==> src/ccp_consts.svh <==
// Constants for the system clock and power mode controller
`ifndef CCP_CONSTS_SVH
`define CCP_CONSTS_SVH
`define CCP_ADDR_SYS_CTRL 12'h000
`define CCP_ADDR_OSC_CTRL 12'h004
`define CCP_ADDR_INT_STAT 12'h008
`define CCP_ADDR_INT_MASK 12'h00C
`define CCP_ADDR_MODE 12'h010
`define CCP_SYS_SEL_LSB 5
`define CCP_SYS_HS_IDLE_BIT 1
`define CCP_SYS_LS_IDLE_BIT 0
`define CCP_OSC_FREQ_LSB 2
`define CCP_OSC_STABLE_BIT 1
`define CCP_OSC_EN_BIT 0
`define CCP_SEL_SLOW 3'h7
`define CCP_SYS_RESET 8'h00
`define CCP_FREQ_RESET 2'h0
`define CCP_HS_EN_RESET 1'b1
`define CCP_INT_W 3
`define CCP_INT_HS_STABLE 0
`define CCP_INT_HALT 1
`define CCP_INT_WAKE 2
`define CCP_CLK_NS 25
`define CCP_HS_SETTLE_NS 16000
`define CCP_HS_SETTLE_CYC ((`CCP_HS_SETTLE_NS + `CCP_CLK_NS - 1) / `CCP_CLK_NS)
`endif

==> src/ccp_pkg.sv <==
// Types for the system clock and power mode controller
package ccp_pkg;
  typedef enum logic [2:0] {
    CCP_FAST,
    CCP_SLOW,
    CCP_SLEEP,
    CCP_IDLE_LOW,
    CCP_IDLE_BOTH,
    CCP_IDLE_HIGH
  } ccp_mode_e;
  typedef struct packed {
    logic cpu_clk_en;
    logic sys_clk_tick;
    logic high_clk_run;
    logic low_clk_run;
    logic hs_osc_run;
    logic ls_osc_run;
    logic [1:0] hs_osc_freq;
  } ccp_clk_s;
endpackage

==> src/ccp_clock_ctrl.sv <==
// System clock selection, fast oscillator control and halt modes
`timescale 1ns/10ps
`default_nettype none
`include "ccp_consts.svh"
module ccp_clock_ctrl import ccp_pkg::*; #(
  parameter int HS_SETTLE_CYC = `CCP_HS_SETTLE_CYC
) (
  input wire logic pclk,
  input wire logic presetn,
  input wire logic psel,
  input wire logic penable,
  input wire logic pwrite,
  input wire logic [11:0] paddr,
  input wire logic [31:0] pwdata,
  output logic [31:0] prdata,
  output logic pready,
  output logic pslverr,
  input wire logic halt_req,
  input wire logic wake_req,
  input wire logic ls_osc_ready,
  input wire logic ls_clk_in,
  output var ccp_clk_s clk_out,
  output var ccp_mode_e mode,
  output logic irq
);

  // ==========================================================
  // Functions
  function automatic logic is_slow(input logic [2:0] sel);
    is_slow = (sel == `CCP_SEL_SLOW);
  endfunction

  function automatic logic [5:0] div_mask(input logic [2:0] sel);
    div_mask = 6'(7'h01 << sel) - 6'h01;
  endfunction

  // ==========================================================
  // Declarations
  logic [2:0] sel_reg;
  logic [2:0] sel_act_reg;
  logic hs_idle_reg;
  logic ls_idle_reg;
  logic [1:0] freq_reg;
  logic [1:0] freq_act_reg;
  logic hs_en_reg;
  logic hs_stable_reg;
  logic [31:0] settle_reg;
  logic restart;
  logic halted_reg;
  ccp_mode_e mode_reg;
  logic [`CCP_INT_W-1:0] int_stat_reg;
  logic [`CCP_INT_W-1:0] int_stat_next;
  logic [`CCP_INT_W-1:0] int_mask_reg;
  logic [`CCP_INT_W-1:0] int_set;
  logic [1:0] ls_rdy_sync_reg;
  logic [2:0] ls_clk_sync_reg;
  logic ls_tick;
  logic [5:0] div_cnt_reg;
  logic hs_run;
  logic low_run;
  logic high_run;
  logic sys_run;
  logic tick;
  logic wr_en;
  logic rd_en;
  logic wr_sys;
  logic wr_osc;
  logic [2:0] new_sel;
  logic [1:0] new_freq;
  logic new_en;
  logic [31:0] rd_mux;
  logic addr_ok;

  // ==========================================================
  // Bus decode
  assign wr_en = psel & penable & pwrite;
  assign rd_en = psel & ~penable & ~pwrite;
  assign wr_sys = wr_en & (paddr == `CCP_ADDR_SYS_CTRL);
  assign wr_osc = wr_en & (paddr == `CCP_ADDR_OSC_CTRL);
  assign pready = 1'b1;
  assign new_sel = pwdata[`CCP_SYS_SEL_LSB+:3];
  assign new_freq = pwdata[`CCP_OSC_FREQ_LSB+:2];
  assign new_en = pwdata[`CCP_OSC_EN_BIT];

  always_comb begin
    addr_ok = 1'b1;
    rd_mux = 32'h0000_0000;
    case (paddr)
      `CCP_ADDR_SYS_CTRL: begin
        rd_mux[`CCP_SYS_SEL_LSB+:3] = sel_reg;
        rd_mux[`CCP_SYS_HS_IDLE_BIT] = hs_idle_reg;
        rd_mux[`CCP_SYS_LS_IDLE_BIT] = ls_idle_reg;
      end
      `CCP_ADDR_OSC_CTRL: begin
        rd_mux[`CCP_OSC_FREQ_LSB+:2] = freq_reg;
        rd_mux[`CCP_OSC_STABLE_BIT] = hs_stable_reg;
        rd_mux[`CCP_OSC_EN_BIT] = hs_en_reg;
      end
      `CCP_ADDR_INT_STAT: begin
        rd_mux[`CCP_INT_W-1:0] = int_stat_reg;
      end
      `CCP_ADDR_INT_MASK: begin
        rd_mux[`CCP_INT_W-1:0] = int_mask_reg;
      end
      `CCP_ADDR_MODE: begin
        rd_mux[2:0] = 3'(mode_reg);
      end
      default: begin
        addr_ok = 1'b0;
      end
    endcase
  end

  assign pslverr = psel & penable & ~addr_ok;

  always_ff @(posedge pclk or negedge presetn) begin
    if (!presetn) begin
      prdata <= 32'h0000_0000;
    end else if (rd_en) begin
      prdata <= rd_mux;
    end
  end

  // ==========================================================
  // System clock control register
  always_ff @(posedge pclk or negedge presetn) begin
    if (!presetn) begin
      sel_reg <= 3'h0;
      hs_idle_reg <= 1'b0;
      ls_idle_reg <= 1'b0;
    end else if (wr_sys) begin
      sel_reg <= new_sel;
      hs_idle_reg <= pwdata[`CCP_SYS_HS_IDLE_BIT];
      ls_idle_reg <= pwdata[`CCP_SYS_LS_IDLE_BIT];
    end
  end

  // ==========================================================
  // Fast oscillator control register
  always_ff @(posedge pclk or negedge presetn) begin
    if (!presetn) begin
      freq_reg <= `CCP_FREQ_RESET;
      hs_en_reg <= `CCP_HS_EN_RESET;
    end else if (wr_osc) begin
      freq_reg <= new_freq;
      hs_en_reg <= new_en;
    end
  end

  // Restart settling on enable rise or frequency change
  assign restart = wr_osc & ((new_en & ~hs_en_reg) | (new_freq != freq_reg));

  // ==========================================================
  // Fast oscillator settling and stable flag
  always_ff @(posedge pclk or negedge presetn) begin
    if (!presetn) begin
      settle_reg <= 32'h0000_0000;
      hs_stable_reg <= 1'b0;
    end else if (restart || !hs_run) begin
      settle_reg <= 32'h0000_0000;
      hs_stable_reg <= 1'b0;
    end else if (settle_reg >= 32'(HS_SETTLE_CYC - 1)) begin
      hs_stable_reg <= 1'b1;
    end else begin
      settle_reg <= settle_reg + 32'h0000_0001;
    end
  end

  // Applied frequency follows the request only once stable
  always_ff @(posedge pclk or negedge presetn) begin
    if (!presetn) begin
      freq_act_reg <= `CCP_FREQ_RESET;
    end else if (hs_stable_reg) begin
      freq_act_reg <= freq_reg;
    end
  end

  // ==========================================================
  // Slow oscillator status and clock synchronisers
  always_ff @(posedge pclk or negedge presetn) begin
    if (!presetn) begin
      ls_rdy_sync_reg <= 2'h0;
      ls_clk_sync_reg <= 3'h0;
    end else begin
      ls_rdy_sync_reg <= {ls_rdy_sync_reg[0], ls_osc_ready};
      ls_clk_sync_reg <= {ls_clk_sync_reg[1:0], ls_clk_in};
    end
  end

  assign ls_tick = ls_clk_sync_reg[1] & ~ls_clk_sync_reg[2];

  // ==========================================================
  // Applied clock selection
  always_ff @(posedge pclk or negedge presetn) begin
    if (!presetn) begin
      sel_act_reg <= 3'h0;
    end else if (is_slow(sel_reg)) begin
      if (ls_rdy_sync_reg[1]) begin
        sel_act_reg <= sel_reg;
      end
    end else if (hs_stable_reg) begin
      sel_act_reg <= sel_reg;
    end
  end

  // ==========================================================
  // Operating mode state machine
  always_ff @(posedge pclk or negedge presetn) begin
    if (!presetn) begin
      mode_reg <= CCP_FAST;
      halted_reg <= 1'b0;
    end else begin
      case (mode_reg)
        CCP_FAST, CCP_SLOW: begin
          halted_reg <= 1'b0;
          if (halt_req) begin
            halted_reg <= 1'b1;
            case ({hs_idle_reg, ls_idle_reg})
              2'b00: mode_reg <= CCP_SLEEP;
              2'b01: mode_reg <= CCP_IDLE_LOW;
              2'b11: mode_reg <= CCP_IDLE_BOTH;
              default: mode_reg <= CCP_IDLE_HIGH;
            endcase
          end else if (is_slow(sel_act_reg)) begin
            mode_reg <= CCP_SLOW;
          end else begin
            mode_reg <= CCP_FAST;
          end
        end
        CCP_SLEEP, CCP_IDLE_LOW, CCP_IDLE_BOTH, CCP_IDLE_HIGH: begin
          if (wake_req) begin
            halted_reg <= 1'b0;
            mode_reg <= is_slow(sel_act_reg) ? CCP_SLOW : CCP_FAST;
          end
        end
        default: begin
          mode_reg <= CCP_FAST;
          halted_reg <= 1'b0;
        end
      endcase
    end
  end

  // ==========================================================
  // Oscillator and clock feed gating
  always_comb begin
    hs_run = hs_en_reg;
    low_run = 1'b1;
    case (mode_reg)
      CCP_SLEEP: begin
        hs_run = 1'b0;
        low_run = 1'b0;
      end
      CCP_IDLE_LOW: begin
        hs_run = 1'b0;
      end
      CCP_IDLE_BOTH: begin
        hs_run = 1'b1;
      end
      CCP_IDLE_HIGH: begin
        hs_run = 1'b1;
        low_run = 1'b0;
      end
      default: begin
        // Forced on while a fast selection is requested or applied
        hs_run = hs_en_reg | ~is_slow(sel_reg) | ~is_slow(sel_act_reg);
      end
    endcase
  end

  assign high_run = hs_run & hs_stable_reg;
  assign sys_run = is_slow(sel_act_reg) ? (low_run | ~halted_reg) : high_run;

  // ==========================================================
  // High clock divider and system clock tick
  always_ff @(posedge pclk or negedge presetn) begin
    if (!presetn) begin
      div_cnt_reg <= 6'h00;
    end else if (high_run) begin
      div_cnt_reg <= div_cnt_reg + 6'h01;
    end
  end

  always_comb begin
    if (is_slow(sel_act_reg)) begin
      tick = ls_tick & sys_run;
    end else begin
      tick = sys_run & ((div_cnt_reg & div_mask(sel_act_reg)) == 6'h00);
    end
  end

  always_ff @(posedge pclk or negedge presetn) begin
    if (!presetn) begin
      clk_out <= '0;
    end else begin
      clk_out.cpu_clk_en <= ~halted_reg & ~halt_req;
      clk_out.sys_clk_tick <= tick;
      clk_out.high_clk_run <= high_run;
      clk_out.low_clk_run <= low_run;
      clk_out.hs_osc_run <= hs_run;
      clk_out.ls_osc_run <= 1'b1;
      clk_out.hs_osc_freq <= freq_act_reg;
    end
  end

  assign mode = mode_reg;

  // ==========================================================
  // Interrupt status and mask
  assign int_set[`CCP_INT_HS_STABLE] = hs_run & ~hs_stable_reg &
    (settle_reg >= 32'(HS_SETTLE_CYC - 1)) & ~restart;
  assign int_set[`CCP_INT_HALT] = halt_req & ~halted_reg;
  assign int_set[`CCP_INT_WAKE] = wake_req & halted_reg;

  always_comb begin
    int_stat_next = int_stat_reg;
    if (wr_en && paddr == `CCP_ADDR_INT_STAT) begin
      int_stat_next = int_stat_reg & ~pwdata[`CCP_INT_W-1:0];
    end
    int_stat_next = int_stat_next | int_set;
  end

  always_ff @(posedge pclk or negedge presetn) begin
    if (!presetn) begin
      int_stat_reg <= '0;
    end else begin
      int_stat_reg <= int_stat_next;
    end
  end

  always_ff @(posedge pclk or negedge presetn) begin
    if (!presetn) begin
      int_mask_reg <= '0;
    end else if (wr_en && paddr == `CCP_ADDR_INT_MASK) begin
      int_mask_reg <= pwdata[`CCP_INT_W-1:0];
    end
  end

  assign irq = |(int_stat_reg & int_mask_reg);

endmodule
`default_nettype wire

==> config.mk <==
export PLATFORM = sky130hd
export DESIGN_NAME = ccp_clock_ctrl
export DESIGN_NICKNAME = d
export VERILOG_FILES = /design/src/ccp_pkg.sv /design/src/ccp_clock_ctrl.sv
export VERILOG_INCLUDE_DIRS = /design/src
export SDC_FILE = /design/constraint.sdc
export NUM_CORES = 1
export LEC_CHECK = 0
export ABC_AREA = 1
export BUFFER_PORTS_ARGS = -buffer_cell sky130_fd_sc_hd__buf_2
export CORE_MARGIN = 1.5
export CORE_UTILIZATION = 25
export CTS_BUF_LIST = sky130_fd_sc_hd__clkbuf_16
export CTS_CLUSTER_SIZE = 40
export DETAILED_ROUTE_END_ITERATION = 10
export GPL_ROUTABILITY_DRIVEN = 0
export SLEW_MARGIN = 20
export SYNTH_ARGS = -nofsm -noshare
export SYNTH_HDL_FRONTEND = slang
export SYNTH_SLANG_ARGS = --single-unit
==> constraint.sdc <==
create_clock -name pclk -period 4.8 [get_ports pclk]
set_input_delay 0.48 -clock pclk [delete_from_list [all_inputs] [get_ports pclk]]
set_output_delay 0.48 -clock pclk [all_outputs]
set_load 0.05 [all_outputs]
==> flow_summary_export.csv <==
group,metric,value,unit
synth,synth-compound-area-share,0.05840,
synth,avgSynthCellArea,8.330,µm²
setup_path,rr_startpoint,"mode[2]",
drt,wire_per_inst,10.73,µm
place,placed_area,4513,µm²
drt,vias,3130,
clock_tree,cts_tree,"built",
timing,fin_skew,0.009822,ns
setup_path,reg2reg_to,"settle_reg[9]",
setup_path,arrival,1.72,ns
clock_tree,ctsHoldBuffers,1,
cells_and_area,largest_reg_flops,32,
synth,synthAdderAreaFrac,0.03010,
die,row_count,46,
power,power.density,372.2,nW/µm²
cells_and_area,antenna_cells,0,
cells_and_area,nNetsFinal,615,
timing,max_slew_margin,0.4415,
cells_and_area,layout_common_cells,"nand2_1 (85), dfrtp_1 (81), inv_1 (76)",
run,drv_cap,0,
synth,yosysTopAreaCellShare,0.4877,
status,status,"completed",
synth,yosysWarnings,0,
timing,tns,0,ns
die,die_area,17410,µm²
synth,synth_top_family_by_area,"simple AND/OR/NAND/NOR gates",
setup_path,critPathLaunchType,"input pin",
hold_path,holdPathEnd,"ls_rdy_sync_reg[0]",
timing,slew_viol_final,0,
die,die_h,131.9,µm
hold_path,min_path_cells,1,
setup_path,critPathMaxFanout,14,
clock_tree,cts_root_buf,"clkbuf_16",
clock_tree,clk_path_buf_depth,2,
timing,rsz0062_at_grt,"false",
setup_path,crit_path_top_delay_cell,"nor2_4",
global_routing,grt_pass1_vias,3022,
global_routing,antenna_found_initial,0,
timing,finalSetupViolations,0,
synth,yosys_register_bits,82,
setup_path,crit_cells,8,
cells_and_area,mostFrequentLayoutCell,"nand2_1",
timing,tightest_slew,0.8377,ns
synth,async_flop_share,1.000,
place,io_buffers,47,
synth,synthCells,499,
setup_path,worstRegToRegCells,10,
die,coreArea,16060,µm²
synth,yosysSeqAreaShare,0.4940,
hold_path,min_from,"ls_osc_ready",
synth,synth-edff-count,0,
drt,dr.pass1.iters,4,
drt,drcViolationCount,0,
timing,fmax,0.4555,GHz
clock_tree,cts_resized,0,
synth,yosysTopAreaCell,"dfrtp_1",
cells_and_area,fill_cells,1735,
die,initial_utilization,0.2588,
die,die_w,131.9,µm
setup_path,end_kind,"output port",
global_routing,grtUsageTotal,0.1037,
synth,yosys.area_share.simple,0.2583,
setup_path,cp_top_family,"simple AND/OR/NAND/NOR gates",
synth,synthTopCellsByArea,"dfrtp_1 (49%), nand2_1 (7.7%), inv_1 (6.8%), nand3_1 (6.5%), nor2_1 (6.2%)",
setup_path,cpPeakStageDelay,0.29,ns
setup_path,crit_buf_inv,3,
cells_and_area,fin_area,4842,µm²
die,io_pins,99,
power,p_total,1802,µW
synth,synthMuxAreaShare,0,
cells_and_area,drive_above_1_share,0.1508,
clock_tree,insertion_delay,0.34,ns
synth,ys_types,33,
setup_path,cp_data_required_time,4.32,ns
synth,syn_area,4156,µm²
setup_path,path_cells,"buf_2 -> nor2_1 -> nand2_1 -> nor2_4 -> nand2_1 -> inv_1 -> nor3_1 -> buf_2",
clock_tree,cts_made_buffers,9,
global_routing,globalRouteOverflowTotal,0,
drt,viasPerCell,4.049,
power,ir_worst_vdd,193.7,µV
clock_tree,numClockSinks,82,
drt,wirelength,8.293,mm
cells_and_area,syn_to_final_growth,16.50,%
timing,finalCriticalPeriod,2.195,ns
setup_path,worst-r2r-setup-slack,2.62,ns
global_routing,grt_pass1_wl,14.61,mm
clock_tree,clk_pin_slew,0.06,ns
synth,synth_xor_xnor_area_share,0.02529,
setup_path,crit_type,"in2out",
timing,period_share,0.4573,
drt,ant_nets,0,
cells_and_area,finish.utilization,0.3015,
synth,synthFlopType,"dfrtp_1",
clock_tree,cts_setup_buffers,0,
timing,final-hold-violation-count,0,
drt,drtIter0Drc,128,
hold_path,hold_class,"in2reg",
global_routing,grt_start_max_net_pins,68,
timing,hold_slack,0.2457,ns
power,power.leakage,0.002465,µW
clock_tree,htree_levels,3,
place,dp_hpwl,6.150,mm
-- layout make-up --
| type | instances | area [µm²] | area share |
|---|---|---|---|
| Clock buffer | 9 | 225.2 | 0.04651 |
| Clock inverter | 7 | 93.84 | 0.01938 |
| Inverter | 79 | 296.5 | 0.06124 |
| Multi-Input combinational cell | 331 | 1648 | 0.3403 |
| Sequential cell | 82 | 2053 | 0.4240 |
| Tap cell | 216 | 270.3 | 0.05581 |
| Timing Repair Buffer | 49 | 255.2 | 0.05271 |
-- worst reg2reg max path, stage by stage (launching register included) --
cell,delay (ns)
dfrtp_1,0.47
inv_1,0.11
ha_1,0.34
inv_1,0.06
nand2_1,0.06
nor2_1,0.04
nand2_1,0.07
nand2_1,0.11
nor2_4,0.41
inv_2,0.27
a21oi_1,0.17
-- kinds of logic after synthesis --
family	after synthesis
buf+inv	111
compound gates	44
xor+xnor	12
other cells	2
flops	82
fa+ha+maj	10
simple gates	238
-- per-stage QoR --
stage,std cells,setup WS (ns)
floorplan,524,2.262
finish,773,2.605
global placement,756,2.612
detailed placement,756,2.596
CTS,773,2.567
global route,773,2.358
-- layer usage --
| layer | track usage | vias to the layer above | share of wire |
|---|---|---|---|
| li1 | - | 1623 | - |
| met1 | 0.1407 | 1448 | 0.50 |
| met2 | 0.1617 | 53 | 0.46 |
| met3 | 0.02345 | 6 | 0.032 |
| met4 | 0.03765 | 0 | 0.011 |
| met5 | 0 | - | 0 |
-- how the worst max path moves through the flow --
stage               startpoint             to  slack (ns)
global placement       mode[2]  settle_reg[9]        2.61
CTS                    mode[2]  settle_reg[9]        2.57
finish                paddr[7]        pslverr        2.60
floorplan            paddr[11]        pslverr        2.26
detailed placement    paddr[7]        pslverr        2.60
global route           mode[1]  settle_reg[9]        2.36
-- where the power goes --
group | leakage [µW] | switching [µW] | total [µW] | internal (µW)
Clock | 0.000157 | 278 | 734 | 455
Sequential | 0.00105 | 42.1 | 784 | 741
Combinational | 0.00126 | 215 | 285 | 70.6
-- cells in the mapped netlist, types with 3 or more instances --
library cell,n
a21oi_1,7
buf_4,27
buf_6,4
dfrtp_1,81
ha_1,10
inv_1,75
inv_2,3
nand2_1,85
nand2_2,4
nand3_1,54
nand4_1,9
nor2_1,69
nor2_4,4
o21ai_0,27
o22ai_1,3
o31ai_1,4
or2_2,3
xnor2_1,3
xor2_1,9
Power figures use the tool's default switching activity.
